### config.mk
export PLATFORM = sky130hd
export DESIGN_NAME = dmi_core
export DESIGN_NICKNAME = d
export VERILOG_FILES = /design/src/dmi_pkg.sv /design/src/dmi_addr_if.sv /design/src/dmi_addr_form.sv /design/src/dmi_core.sv
export SDC_FILE = /design/constraint.sdc
export NUM_CORES = 1
export LEC_CHECK = 0
export BUFFER_PORTS_ARGS = -buffer_cell sky130_fd_sc_hd__buf_2
export CAP_MARGIN = 20
export CORE_UTILIZATION = 40
export DETAILED_ROUTE_END_ITERATION = 10
export HOLD_SLACK_MARGIN = 0.1
export PLACE_DENSITY = 0.69
export SLEW_MARGIN = 10
export SYNTH_ARGS = -nofsm -noshare
export SYNTH_HDL_FRONTEND = slang
export SYNTH_SLANG_ARGS = --single-unit
### constraint.sdc
create_clock -name clock -period 6.2 [get_ports clock]
set_input_delay 0.31 -clock clock [delete_from_list [all_inputs] [get_ports clock]]
set_output_delay 0.31 -clock clock [all_outputs]
set_load 0.1 [all_outputs]
### src/dmi_pkg.sv
package dmi_pkg;
    // core sizes
    localparam int DATA_W = 8;
    localparam int ADDR_W = 12;
    localparam int WORD_W = 16;
    localparam int NUM_PTR = 3;

    // quarter phases of one instruction cycle
    localparam logic [1:0] PH_Q1 = 2'h0;
    localparam logic [1:0] PH_Q2 = 2'h1;
    localparam logic [1:0] PH_Q3 = 2'h2;
    localparam logic [1:0] PH_Q4 = 2'h3;

    // opcode prefixes, compared under the masks below
    localparam logic [15:0] MASK_MOVE = 16'hFC00;
    localparam logic [15:0] CODE_MOVE = 16'h5000;
    localparam logic [15:0] MASK_STORE = 16'hFE00;
    localparam logic [15:0] CODE_STORE = 16'h6E00;
    localparam logic [15:0] MASK_BYTE = 16'hFF00;
    localparam logic [15:0] CODE_BANK = 16'h0100;
    localparam logic [15:0] CODE_WLIT = 16'h0E00;
    localparam logic [15:0] MASK_MEM = 16'hF000;
    localparam logic [15:0] CODE_MEM = 16'hC000;
    localparam logic [15:0] MASK_PTR = 16'hFFC0;
    localparam logic [15:0] CODE_PTR = 16'hEE00;

    // operand fields
    localparam int BIT_DEST = 9;
    localparam int BIT_BANK = 8;
    localparam int PTR_SEL_LSB = 4;
    localparam logic [1:0] PTR_SEL_MAX = 2'h2;

    // addressing
    localparam logic [7:0] ACCESS_SPLIT = 8'h60;
    localparam logic [7:0] INDEXED_MAX = 8'h5F;
    localparam logic [3:0] ACCESS_HI_BANK = 4'hF;
    localparam logic [3:0] ACCESS_LO_BANK = 4'h0;
    localparam logic [11:0] W_ADDR = 12'hFE8;

    // register map, byte offsets
    localparam logic [4:0] REG_CTRL = 5'h00;
    localparam logic [4:0] REG_WORK = 5'h04;
    localparam logic [4:0] REG_BANK = 5'h08;
    localparam logic [4:0] REG_STAT = 5'h0C;
    localparam logic [4:0] REG_PTR0 = 5'h10;
    localparam logic [4:0] REG_PTR1 = 5'h14;
    localparam logic [4:0] REG_PTR2 = 5'h18;

    // status and control bits
    localparam int ST_ZERO = 0;
    localparam int ST_NEG = 1;
    localparam int ST_UNKNOWN = 2;
    localparam int ST_SECOND = 3;
    localparam int CTRL_EXT = 0;

    // reset values
    localparam logic [7:0] RST_BYTE = 8'h00;
    localparam logic [11:0] RST_PTR = 12'h000;
    localparam logic [3:0] RST_BANK = 4'h0;

    typedef enum logic [1:0] {
        DMI_ST_FIRST = 2'b01,
        DMI_ST_SECOND = 2'b10
    } dmi_state_t;

    typedef enum logic [6:0] {
        DMI_OP_NOP = 7'b0000001,
        DMI_OP_PTR = 7'b0000010,
        DMI_OP_MOVE = 7'b0000100,
        DMI_OP_MEM = 7'b0001000,
        DMI_OP_BANK = 7'b0010000,
        DMI_OP_WLIT = 7'b0100000,
        DMI_OP_STORE = 7'b1000000
    } dmi_op_t;
endpackage

### src/dmi_addr_if.sv
`timescale 1ns/1ps
// operand address forming between the core and the address former
interface dmi_addr_if;
    logic [7:0] file;
    logic bank_bit;
    logic [3:0] bank;
    logic [11:0] ptr2;
    logic ext_en;
    logic [11:0] addr;
    modport requester (output file, bank_bit, bank, ptr2, ext_en, input addr);
    modport former (input file, bank_bit, bank, ptr2, ext_en, output addr);
endinterface

### src/dmi_addr_form.sv
`timescale 1ns/1ps
module dmi_addr_form (
    // request and formed address
    dmi_addr_if.former port
);
    // bank bit and extended mode choose the data address
    always_comb begin
        if (port.bank_bit) begin
            port.addr = {port.bank, port.file}; // [RULE6]
        end else if (port.ext_en && (port.file <= dmi_pkg::INDEXED_MAX)) begin
            port.addr = port.ptr2 + {4'h0, port.file}; // [RULE7]
        end else if (port.file < dmi_pkg::ACCESS_SPLIT) begin
            port.addr = {dmi_pkg::ACCESS_LO_BANK, port.file}; // [RULE6]
        end else begin
            port.addr = {dmi_pkg::ACCESS_HI_BANK, port.file}; // [RULE6]
        end
    end
endmodule

### src/dmi_core.sv
`timescale 1ns/1ps
// What this block does
// RULE1: pointer load puts 12-bit literal in pointer 0-2
// RULE2: pointer high part first cycle, low byte second
// RULE3: register move copies file register in one cycle
// RULE4: dest bit 0 writes W, 1 writes back
// RULE5: register move sets N and Z only
// RULE6: bank bit 0 access bank, 1 bank register
// RULE7: extended mode, bank 0, f<=95 indexed
// RULE8: memory move is two words, two cycles
// RULE9: memory move spans 4096 bytes, no flags
// RULE10: memory move may use W either side
// RULE11: software avoids counter low and stack tops
// RULE12: bank load takes literal low nibble, no flags
// RULE13: literal load into W, no flags
// RULE14: store copies W to file register, no flags
// RULE15: operand read Q2, result written Q4
module dmi_core #(
    parameter int ADDR_W = dmi_pkg::ADDR_W,
    parameter int DATA_W = dmi_pkg::DATA_W
) (
    // clock and reset
    input wire logic clock,
    input wire logic rst,
    // register bus
    input wire logic [4:0] avs_address,
    input wire logic avs_read,
    input wire logic avs_write,
    input wire logic [31:0] avs_writedata,
    input wire logic [3:0] avs_byteenable,
    output logic [31:0] avs_readdata,
    output logic avs_waitrequest,
    // instruction fetch
    input wire logic [15:0] instr_word,
    input wire logic instr_valid,
    output logic instr_ready,
    // data memory
    output logic [11:0] mem_addr,
    output logic mem_rd,
    input wire logic [7:0] mem_rdata,
    output logic mem_wr,
    output logic [7:0] mem_wdata,
    // status
    output logic instr_unknown
);
    // decoder assumes 12-bit addresses and bytes
    if (ADDR_W != 12 || DATA_W != 8) begin : g_bad_width
        $error("dmi_core supports only 12-bit address and 8-bit data");
    end

    ////////////////////////////////////////////////////////////////////////////
    // decode
    function automatic dmi_pkg::dmi_op_t dmi_decode(input logic [15:0] w);
        if ((w & dmi_pkg::MASK_MOVE) == dmi_pkg::CODE_MOVE) begin
            dmi_decode = dmi_pkg::DMI_OP_MOVE; // [RULE3]
        end else if ((w & dmi_pkg::MASK_STORE) == dmi_pkg::CODE_STORE) begin
            dmi_decode = dmi_pkg::DMI_OP_STORE; // [RULE14]
        end else if ((w & dmi_pkg::MASK_BYTE) == dmi_pkg::CODE_BANK) begin
            dmi_decode = dmi_pkg::DMI_OP_BANK; // [RULE12]
        end else if ((w & dmi_pkg::MASK_BYTE) == dmi_pkg::CODE_WLIT) begin
            dmi_decode = dmi_pkg::DMI_OP_WLIT; // [RULE13]
        end else if ((w & dmi_pkg::MASK_MEM) == dmi_pkg::CODE_MEM) begin
            dmi_decode = dmi_pkg::DMI_OP_MEM; // [RULE8]
        end else if ((w & dmi_pkg::MASK_PTR) == dmi_pkg::CODE_PTR) begin
            dmi_decode = dmi_pkg::DMI_OP_PTR; // [RULE1]
        end else begin
            dmi_decode = dmi_pkg::DMI_OP_NOP;
        end
    endfunction

    logic [1:0] q_reg;
    dmi_pkg::dmi_state_t state_reg;
    dmi_pkg::dmi_op_t op_reg;
    dmi_pkg::dmi_op_t dec;
    logic [15:0] ir_reg;
    logic go_reg;
    logic [7:0] data_reg;
    logic [7:0] w_reg;
    logic [3:0] bsr_reg;
    logic [11:0] ptr_reg [dmi_pkg::NUM_PTR];
    logic n_reg;
    logic z_reg;
    logic ext_reg;
    logic take;
    logic to_w;
    logic [7:0] src;
    logic sw_wr;
    logic sw_rd;
    logic [1:0] sel;

    dmi_addr_if aif ();

    dmi_addr_form u_addr (
        .port(aif.former)
    );

    // operand address comes straight from the word being taken
    assign aif.file = instr_word[7:0];
    assign aif.bank_bit = instr_word[dmi_pkg::BIT_BANK];
    assign aif.bank = bsr_reg;
    assign aif.ptr2 = ptr_reg[2];
    assign aif.ext_en = ext_reg;

    assign dec = dmi_decode(instr_word);
    assign take = (q_reg == dmi_pkg::PH_Q1) && instr_valid && instr_ready;
    assign to_w = (mem_addr == dmi_pkg::W_ADDR); // [RULE10]
    assign src = to_w ? w_reg : mem_rdata; // [RULE10]
    assign sw_wr = avs_write && !avs_waitrequest;
    assign sw_rd = avs_read && avs_waitrequest;

    ////////////////////////////////////////////////////////////////////////////
    // quarter phase divider; Q1 is the only fetch slot
    always_ff @(posedge clock) begin
        if (rst) begin
            q_reg <= dmi_pkg::PH_Q1;
            instr_ready <= 1'b0;
        end else begin
            q_reg <= q_reg + 2'h1;
            instr_ready <= (q_reg == dmi_pkg::PH_Q4);
        end
    end

    // instruction capture and two-word sequencing
    always_ff @(posedge clock) begin
        if (rst) begin
            state_reg <= dmi_pkg::DMI_ST_FIRST;
            op_reg <= dmi_pkg::DMI_OP_NOP;
            ir_reg <= 16'h0000;
            go_reg <= 1'b0;
        end else if (q_reg == dmi_pkg::PH_Q1) begin
            if (state_reg == dmi_pkg::DMI_ST_FIRST) begin
                op_reg <= take ? dec : dmi_pkg::DMI_OP_NOP;
                go_reg <= take;
                if (take) begin
                    ir_reg <= instr_word;
                    sel <= instr_word[dmi_pkg::PTR_SEL_LSB +: 2]; // [RULE2]
                end
            end else begin
                // a missing second word stalls a whole cycle, op is kept
                go_reg <= take;
                if (take) begin
                    ir_reg <= instr_word;
                end
            end
        end else if (q_reg == dmi_pkg::PH_Q4) begin
            case (state_reg)
                dmi_pkg::DMI_ST_FIRST: begin
                    if (op_reg == dmi_pkg::DMI_OP_PTR || op_reg == dmi_pkg::DMI_OP_MEM) begin
                        state_reg <= dmi_pkg::DMI_ST_SECOND; // [RULE8]
                    end
                end
                dmi_pkg::DMI_ST_SECOND: begin
                    if (go_reg) begin
                        state_reg <= dmi_pkg::DMI_ST_FIRST;
                        op_reg <= dmi_pkg::DMI_OP_NOP;
                    end
                end
                default: state_reg <= dmi_pkg::DMI_ST_FIRST;
            endcase
        end
    end

    ////////////////////////////////////////////////////////////////////////////
    // data memory: address and read in Q2, write in Q4
    always_ff @(posedge clock) begin
        if (rst) begin
            mem_addr <= 12'h000;
            mem_rd <= 1'b0;
            mem_wr <= 1'b0;
            mem_wdata <= dmi_pkg::RST_BYTE;
        end else begin
            case (q_reg)
                dmi_pkg::PH_Q1: begin
                    if (take && state_reg == dmi_pkg::DMI_ST_SECOND) begin
                        mem_addr <= instr_word[11:0]; // [RULE9]
                    end else if (take && dec == dmi_pkg::DMI_OP_MEM) begin
                        mem_addr <= instr_word[11:0]; // [RULE9]
                        mem_rd <= 1'b1; // [RULE15]
                    end else if (take && dec == dmi_pkg::DMI_OP_MOVE) begin
                        mem_addr <= aif.addr; // [RULE6]
                        mem_rd <= 1'b1; // [RULE15]
                    end else if (take && dec == dmi_pkg::DMI_OP_STORE) begin
                        mem_addr <= aif.addr; // [RULE6]
                    end
                end
                dmi_pkg::PH_Q2: begin
                    mem_rd <= 1'b0;
                end
                dmi_pkg::PH_Q3: begin
                    // writes aimed at W stay inside the block
                    if (!to_w && go_reg) begin
                        if (state_reg == dmi_pkg::DMI_ST_SECOND) begin
                            if (op_reg == dmi_pkg::DMI_OP_MEM) begin
                                mem_wr <= 1'b1; // [RULE8] [RULE15] [RULE11]
                                mem_wdata <= data_reg;
                            end
                        end else if (op_reg == dmi_pkg::DMI_OP_MOVE
                                     && ir_reg[dmi_pkg::BIT_DEST]) begin
                            mem_wr <= 1'b1; // [RULE4] [RULE15]
                            mem_wdata <= src;
                        end else if (op_reg == dmi_pkg::DMI_OP_STORE) begin
                            mem_wr <= 1'b1; // [RULE14] [RULE15]
                            mem_wdata <= w_reg;
                        end
                    end
                end
                default: begin
                    mem_wr <= 1'b0;
                end
            endcase
        end
    end

    // operand latch; survives into the second cycle of the memory move
    always_ff @(posedge clock) begin
        if (rst) begin
            data_reg <= dmi_pkg::RST_BYTE;
        end else if (q_reg == dmi_pkg::PH_Q3 && state_reg == dmi_pkg::DMI_ST_FIRST
                     && (op_reg == dmi_pkg::DMI_OP_MOVE || op_reg == dmi_pkg::DMI_OP_MEM)) begin
            data_reg <= src; // [RULE15] [RULE10]
        end
    end

    ////////////////////////////////////////////////////////////////////////////
    // working register; the core wins over a bus write in the same edge
    always_ff @(posedge clock) begin
        if (rst) begin
            w_reg <= dmi_pkg::RST_BYTE;
        end else if (q_reg == dmi_pkg::PH_Q4 && go_reg
                     && state_reg == dmi_pkg::DMI_ST_FIRST
                     && op_reg == dmi_pkg::DMI_OP_MOVE
                     && (!ir_reg[dmi_pkg::BIT_DEST] || to_w)) begin
            w_reg <= data_reg; // [RULE4]
        end else if (q_reg == dmi_pkg::PH_Q4 && go_reg
                     && state_reg == dmi_pkg::DMI_ST_FIRST
                     && op_reg == dmi_pkg::DMI_OP_WLIT) begin
            w_reg <= ir_reg[7:0]; // [RULE13]
        end else if (q_reg == dmi_pkg::PH_Q4 && go_reg
                     && state_reg == dmi_pkg::DMI_ST_SECOND
                     && op_reg == dmi_pkg::DMI_OP_MEM && to_w) begin
            w_reg <= data_reg; // [RULE10]
        end else if (sw_wr && avs_address == dmi_pkg::REG_WORK && avs_byteenable[0]) begin
            w_reg <= avs_writedata[7:0];
        end
    end

    // negative and zero flags follow only the register move
    always_ff @(posedge clock) begin
        if (rst) begin
            n_reg <= 1'b0;
            z_reg <= 1'b0;
        end else if (q_reg == dmi_pkg::PH_Q4 && go_reg
                     && state_reg == dmi_pkg::DMI_ST_FIRST
                     && op_reg == dmi_pkg::DMI_OP_MOVE) begin
            n_reg <= data_reg[7]; // [RULE5]
            z_reg <= (data_reg == 8'h00); // [RULE5]
        end else if (sw_wr && avs_address == dmi_pkg::REG_STAT && avs_byteenable[0]) begin
            n_reg <= avs_writedata[dmi_pkg::ST_NEG];
            z_reg <= avs_writedata[dmi_pkg::ST_ZERO];
        end
    end

    // bank select register, low nibble only
    always_ff @(posedge clock) begin
        if (rst) begin
            bsr_reg <= dmi_pkg::RST_BANK;
        end else if (q_reg == dmi_pkg::PH_Q4 && go_reg
                     && state_reg == dmi_pkg::DMI_ST_FIRST
                     && op_reg == dmi_pkg::DMI_OP_BANK) begin
            bsr_reg <= ir_reg[3:0]; // [RULE12]
        end else if (sw_wr && avs_address == dmi_pkg::REG_BANK && avs_byteenable[0]) begin
            bsr_reg <= avs_writedata[3:0];
        end
    end

    // indirect pointers; selector 3 is refused and writes nothing
    for (genvar i = 0; i < dmi_pkg::NUM_PTR; i++) begin : g_ptr
        always_ff @(posedge clock) begin
            if (rst) begin
                ptr_reg[i] <= dmi_pkg::RST_PTR;
            end else if (q_reg == dmi_pkg::PH_Q4 && op_reg == dmi_pkg::DMI_OP_PTR
                         && sel == 2'(i) && sel <= dmi_pkg::PTR_SEL_MAX && go_reg
                         && state_reg == dmi_pkg::DMI_ST_FIRST) begin
                ptr_reg[i][11:8] <= ir_reg[3:0]; // [RULE1] [RULE2]
            end else if (q_reg == dmi_pkg::PH_Q4 && op_reg == dmi_pkg::DMI_OP_PTR
                         && sel == 2'(i) && go_reg
                         && state_reg == dmi_pkg::DMI_ST_SECOND) begin
                ptr_reg[i][7:0] <= ir_reg[7:0]; // [RULE2]
            end else if (sw_wr && avs_address == dmi_pkg::REG_PTR0 + 5'(4 * i)) begin
                if (avs_byteenable[0]) begin
                    ptr_reg[i][7:0] <= avs_writedata[7:0];
                end
                if (avs_byteenable[1]) begin
                    ptr_reg[i][11:8] <= avs_writedata[11:8];
                end
            end
        end
    end

    ////////////////////////////////////////////////////////////////////////////
    // control and sticky unknown-opcode flag; set wins over clear
    always_ff @(posedge clock) begin
        if (rst) begin
            ext_reg <= 1'b0;
            instr_unknown <= 1'b0;
        end else begin
            if (sw_wr && avs_address == dmi_pkg::REG_CTRL && avs_byteenable[0]) begin
                ext_reg <= avs_writedata[dmi_pkg::CTRL_EXT]; // steers [RULE7]
            end
            if (take && state_reg == dmi_pkg::DMI_ST_FIRST && dec == dmi_pkg::DMI_OP_NOP) begin
                instr_unknown <= 1'b1;
            end else if (sw_wr && avs_address == dmi_pkg::REG_STAT && avs_byteenable[0]
                         && avs_writedata[dmi_pkg::ST_UNKNOWN]) begin
                instr_unknown <= 1'b0;
            end
        end
    end

    // bus slave: one wait cycle, answer on the second edge
    always_ff @(posedge clock) begin
        if (rst) begin
            avs_waitrequest <= 1'b1;
            avs_readdata <= 32'h00000000;
        end else begin
            avs_waitrequest <= !((avs_read || avs_write) && avs_waitrequest);
            if (sw_rd) begin
                case (avs_address)
                    dmi_pkg::REG_CTRL: avs_readdata <= {31'h0, ext_reg};
                    dmi_pkg::REG_WORK: avs_readdata <= {24'h0, w_reg};
                    dmi_pkg::REG_BANK: avs_readdata <= {28'h0, bsr_reg};
                    dmi_pkg::REG_STAT: begin
                        avs_readdata <= {28'h0, state_reg == dmi_pkg::DMI_ST_SECOND,
                                         instr_unknown, n_reg, z_reg};
                    end
                    dmi_pkg::REG_PTR0: avs_readdata <= {20'h0, ptr_reg[0]};
                    dmi_pkg::REG_PTR1: avs_readdata <= {20'h0, ptr_reg[1]};
                    dmi_pkg::REG_PTR2: avs_readdata <= {20'h0, ptr_reg[2]};
                    default: avs_readdata <= 32'h00000000;
                endcase
            end
        end
    end
endmodule

Yosys cells after proc, flatten, opt, wreduce, memory -nomap -nowiden --
Memory sizes are Yosys's and may differ from the RTL's. Index checks and enable logic that the tools add are counted.
Storage, ports and cells: output and inout port bits 57, memory bits (writable) 36, input bits 70, flip-flop bits (word level) 104, memories kept 1
Operators by class: multiplexer cells 117, $add $sub $neg 2, reductions and logical operators 87, bitwise operators 15, equal/unequal tests 39, order comparisons 3
Memory list:
- ptr_reg | words 3, width 12, rd ports 3, clocked after Yosys merged registers in 0, wr ports 3, line dmi_core.sv:80 | logic [11:0] ptr_reg [dmi_pkg::NUM_PTR];
Operator list (number):
- two-way mux 8 bit | 15
- two-way mux 12 bit | 7
- case mux 12 bit (7 select lines) | 1
- two-way mux 1 bit | 69
- two-way mux 7 bit | 9
- logical AND 1 bit | 56
- two-way mux 4 bit | 9
- AND reduction 4 bit | 5
- equality test 5 bit (second input constant) | 3
- equality test 7 x 3 -> 1 bit (second input constant) | 2
- equality test 7 x 4 -> 1 bit (second input constant) | 2
- equality test 7 x 6 -> 1 bit (second input constant) | 2
- equality test 7 bit (second input constant) | 2
- nonzero test 2 bit | 7
- adder 12 x 8 -> 12 bit | 1
- equality test 12 bit (second input constant) | 1
- bitwise OR 1 bit | 12
- equality test 10 bit (second input constant) | 1
- equality test 5 x 4 -> 1 bit (second input constant) | 2
- != test 2 bit (second input constant) | 5
- equality test 2 bit (second input constant) | 4
- equality test 8 x 1 -> 1 bit (second input constant) | 1
- equality test 8 x 4 -> 1 bit (second input constant) | 1
- less-or-equal comparator 8 x 7 -> 1 bit (second input constant) | 1
- 29 further kinds | 45

Depth between registers and ports, before layout --
depth after elaboration 13, depth in mapped cells 11, gate-level depth less buffers 9

Cells and area by module --
Synthesis repeated with hierarchy kept, for this count alone.
Unflattened totals: cell total of the unflattened synthesis 773, area total of the unflattened synthesis 7045.5 µm²
Modules (own cells, without submodules):
- dmi_core | times used 1, seq. area each 2762.6 µm², area each 6408.6 µm², cells each 677
- dmi_addr_form | times used 1, seq. area each 0.0 µm², area each 636.9 µm², cells each 96

Least setup slack after synthesis --
OpenSTA, ideal clock, no wires.
path kind reg2reg, start point register mem_addr[11], end point register w_reg[5], path slack 3.076 ns, setup time 0.079 ns, data arrival time 3.045 ns, stages on the path, launching flop included 10, cell sequence dfxtp_1 > or4b_1 > or3_1 > buf_6 > nor4_4 > or3b_1 > buf_6 > buf_8 > nor2_2 > a211oi_2
On the way: word-level cells in the longest chain between the ends 5, elaborated cells between the ends (all ways) 8, those cells by class eq/ne: 1; mux: 3; reduce/logical: 4
Ends and longest elaborated chain:
- from (decl) | line dmi_core.sv:38 | output logic [11:0] mem_addr,
- from (signal assigned) | line dmi_core.sv:175 | mem_addr <= instr_word[11:0];
- from (signal assigned) | line dmi_core.sv:177 | mem_addr <= instr_word[11:0];
- from (signal assigned) | line dmi_core.sv:180 | mem_addr <= aif.addr;
- equality test 12 bit * | line dmi_core.sv:106 | assign to_w = (mem_addr == dmi_pkg::W_ADDR);
- logical AND 1 bit | line dmi_core.sv:240 | && op_reg == dmi_pkg::DMI_OP_MEM && to_w) begin
- two-way mux 8 bit | line dmi_core.sv:238 | end else if (q_reg == dmi_pkg::PH_Q4 && go_reg
- two-way mux 8 bit | line dmi_core.sv:234 | end else if (q_reg == dmi_pkg::PH_Q4 && go_reg
- two-way mux 8 bit | line dmi_core.sv:229 | end else if (q_reg == dmi_pkg::PH_Q4 && go_reg
- to (signal assigned) | line dmi_core.sv:228 | w_reg <= dmi_pkg::RST_BYTE;
- to (signal assigned) | line dmi_core.sv:233 | w_reg <= data_reg;
- to (signal assigned) | line dmi_core.sv:241 | w_reg <= data_reg;
- to (decl) | line dmi_core.sv:78 | logic [7:0] w_reg;
Every way passes the cells marked *; elsewhere a longest branch is shown, timed or not. A chain may end at the register's enable or synchronous reset.

Final worst setup path --
start point register mem_addr[0], end point register w_reg[4]
The elaborated chain is that of the path after synthesis.

==> flow_summary_export.csv <==
group,metric,value,unit
setup_path,path_max_fanout,16,
pwr,switchingPower,512,uW
place,dp_cells,1013,
cts,cts_setup_buffers,0,
route,wirelength,19100,um
final_layout,nets,900,
logic_synthesis,netlist_area,6690,um^2
setup_path,required,6540,ps
die,die_w,131,um
sta,relSlewSlack,28.5,%
setup_path,crit_start,"mem_addr[0]$_SDFFE_PP0P_",
pwr,seqPwrFrac,41.2,%
sta,drv_slew,0,
place,hpwlAfterDp,13900,um
sta,tightest_slew,1060,ps
pwr,power-per-cell-area,258,nW/um^2
global_route,grt_overflow,0,
route,final_antenna_net_count,0,
logic_synthesis,yosysWarnings,0,
final_layout,layout-drive-gt1-share,15.9,%
logic_synthesis,ys_ff_latch,119,
logic_synthesis,synth-edff-count,38,
die,initial_core_util,41.5,%
cts,htree_num_levels,4,
run_status,status,"complete, no violations",
die,die_y,131,um
global_route,track_usage,22.4,%
logic_synthesis,synthCells,752,
run,cap_violations,0,
route,num_vias,6134,
pwr,power_leakage,0.00297,uW
place,routabilityCongestion,0.846,
logic_synthesis,yosysTopAreaCellShare,24.3,%
final_layout,nFillCells,1562,
pwr,p_int,1490,uW
setup_path,r2r_end,"w_reg[4]$_SDFFE_PP0P_",
route,drtIter0Drc,594,
route,dr.pass1.iters,5,
setup_path,endpoint,"w_reg[4]$_SDFFE_PP0P_",
pwr,ir_drop,0.205,mV
sta,fin_tns_setup,0,ps
setup_path,rr_startpoint,"mem_addr[0]$_SDFFE_PP0P_",
route,vias_per_cell,5.86,
die,io_pins,127,
pwr,combPwrFrac,9.2,%
place,io_buffer_count,84,
route,drc_errors,0,
logic_synthesis,synth_ff_type,"dfxtp_1",
setup_path,worst_setup_path_end_kind,"flip-flop",
cts,clock-sinks,119,
sta,final-hold-violation-count,0,
die,coreArea,16100,um^2
cts,cts_made_buffers,17,
logic_synthesis,synthArstFlopShare,0,%
sta,rsz0062_at_grt,"false",
logic_synthesis,yosysUniqueCellTypes,65,
pwr,power_frac_clock,49.6,%
logic_synthesis,synthTopCellsByArea,"dfxtp_1 (24%), edfxtp_1 (17%), nor2_1 (6.3%), a22o_1 (5.9%), mux2i_1 (5.4%)",
route,wl_per_cell,18.2,um
setup_path,reg2reg_slack,2780,ps
global_route,grt_pass1_vias,5611,
global_route,grt_max_degree,51,
logic_synthesis,yosys.area.top_type,"dfxtp_1",
sta,holdWs,139,ps
final_layout,layout-area-overhead-vs-synth,15.9,%
die,dieArea,17200,um^2
setup_path,arrival,3750,ps
setup_path,crit_type,"reg -> reg",
setup_path,reg2reg_depth,6,
sta,final-setup-viol-count,0,
final_layout,largest_reg_flops,36,
hold_path,min_path_type,"in -> reg",
sta,fin_crit,3420,ps
cts,cts-root-buf,"clkbuf_16",
sta,fin_crit_sh,55.1,%
cts,clk_latency,430,ps
pwr,power,2000,uW
logic_synthesis,synthesis.area_per_instance,8.89,um^2
sta,fmaxAchievable,0.293,GHz
cts,cts_tree,"done",
cts,clkSlewWorstSetupHoldPaths,50,ps
die,num_rows,46,
pwr,swShare,25.6,%
global_route,grt_first_pass_wirelength,30200,um
cts,post_cts_resized,0,
cts,cts_max_path_buffers,2,
global_route,antenna_found_initial,1,
final_layout,stdcell_count,1047,
sta,clock_skew,7.88,ps
logic_synthesis,yosysSeqAreaShare,41.3,%
setup_path,critPathLaunchType,"flip-flop",
[power groups by stage]
stage	clock [uW]	sequential (uW)	combinational (uW)
2_1_floorplan	0	843	138
3_3_place_gp	0	839	181
3_5_place_dp	0	839	182
4_1_cts	1000	823	183
5_1_grt	1030	824	199
6_report	992	823	185
[critical path, cell delays in order, from the launching register on]
cell	delay [ps]
dfxtp_1	320
or4b_1	520
or3_1	630
a211oi_2	930
or3b_1	600
nor2_1	90
a211oi_1	230
[cell usage in the layout, fill, tap and decap left out, types with 4 or more instances in the layout]
master and n:
nor2_1 113, buf_2 85, dfxtp_1 81, nand2_1 57, a21oi_1 51, a22o_1 45, edfxtp_1 38, mux2i_1 36
nor3_1 31, a211oi_1 24, nand3_1 22, conb_1 20, clkbuf_16 17, o21ai_0 16, ha_1 12, a222oi_1 11
a22oi_1 11, nor2b_1 10, o211ai_1 10, inv_1 9, nand2b_1 9, nor4b_1 8, nor4_1 8, a31oi_1 7
xnor2_1 6, nand4_1 5, a21o_1 5, buf_4 5, nand3b_1 4, xor2_1 4, and3_1 4, a311oi_1 4
[kinds of logic (layout without fill, tap and decap cells)]
kind of cell / Yosys count / after routing / synth area share (%)
and+or+nand+nor: 293 / 293 / 21.2
AOI/OAI and AO/OA: 205 / 205 / 22.2
DFF: 119 / 119 / 41.3
buffers and inverters: 73 / 132 / 5.63
muxes: 38 / 38 / 5.73
adders and majority gates: 13 / 13 / 2.54
xor gates and xnor gates: 10 / 10 / 1.31
other: 1 / 21 / 0.0561
[synth_stat cells (6+ instances only)]
cell      number
buf_4         20
nor4_1         8
nor4b_1        8
ha_1          12
edfxtp_1      38
xnor2_1        6
a211oi_1      24
nand2_1       57
mux2i_1       36
a21oi_1       51
inv_1          9
a22o_1        45
nand3_1       22
dfxtp_1       81
a22oi_1       11
clkbuf_1      35
a31oi_1        7
o21ai_0       16
nor3_1        31
nor2b_1       10
nor2_1       113
o211ai_1      10
nand2b_1       9
a222oi_1      11
[how the worst min path moves through the flow]
stage	end	start	cells past startpoint	slack (ps)
after global routing	sel[1]$_DFFE_PP_	instr_word[5]	1	130
after detailed placement	mem_rd$_SDFFE_PP0P_	mem_rd$_SDFFE_PP0P_	2	440
final	avs_waitrequest$_SDFF_PP1_	avs_write	2	140
after floorplan	sel[0]$_DFFE_PP_	instr_word[4]	0	410
after CTS	sel[0]$_DFFE_PP_	instr_word[4]	1	130
after global placement	q_reg[0]$_SDFF_PP0_	q_reg[0]$_SDFF_PP0_	1	440
[metrics by stage]
step                      cell area (um^2)  setup WS [ps]  util [%]
after global routing                  7750           2540      48.1
after floorplan                       6760           3080         -
final                                 7750           2780      48.1
after CTS                             7750           2810      48.1
after global placement                7140           2880      44.3
after detailed placement              7150           2790      44.4
[per-layer routing]
layer | up-vias | track usage (%) | wire length [um]
met4 | 0 | 10.0 | 614
met3 | 43 | 5.63 | 1470
li1 | 2935 | - | -
met2 | 271 | 33.6 | 8370
met5 | - | 0 | 0
met1 | 2885 | 30.2 | 8610
[area by class of cell]
cell class / count / area (um^2) / share of cell area (%)
Timing Repair Buffer: 91 / 473 / 6.10
Clock inverter: 12 / 154 / 1.99
Antenna cell: 1 / 2.50 / 0.0323
Tap cell: 216 / 270 / 3.49
Inverter: 9 / 33.8 / 0.436
Multi-Input combinational cell: 579 / 3620 / 46.7
Clock buffer: 20 / 437 / 5.63
Sequential cell: 119 / 2760 / 35.6
[repair_timing]
item / 4_1_cts / 5_1_grt
endpoints found under the hold margin: 1 / 0
hold buffers: 1 / 0
setup endpoints to repair: 0 / 0
Note: power is estimated with default switching activity, not from simulation.
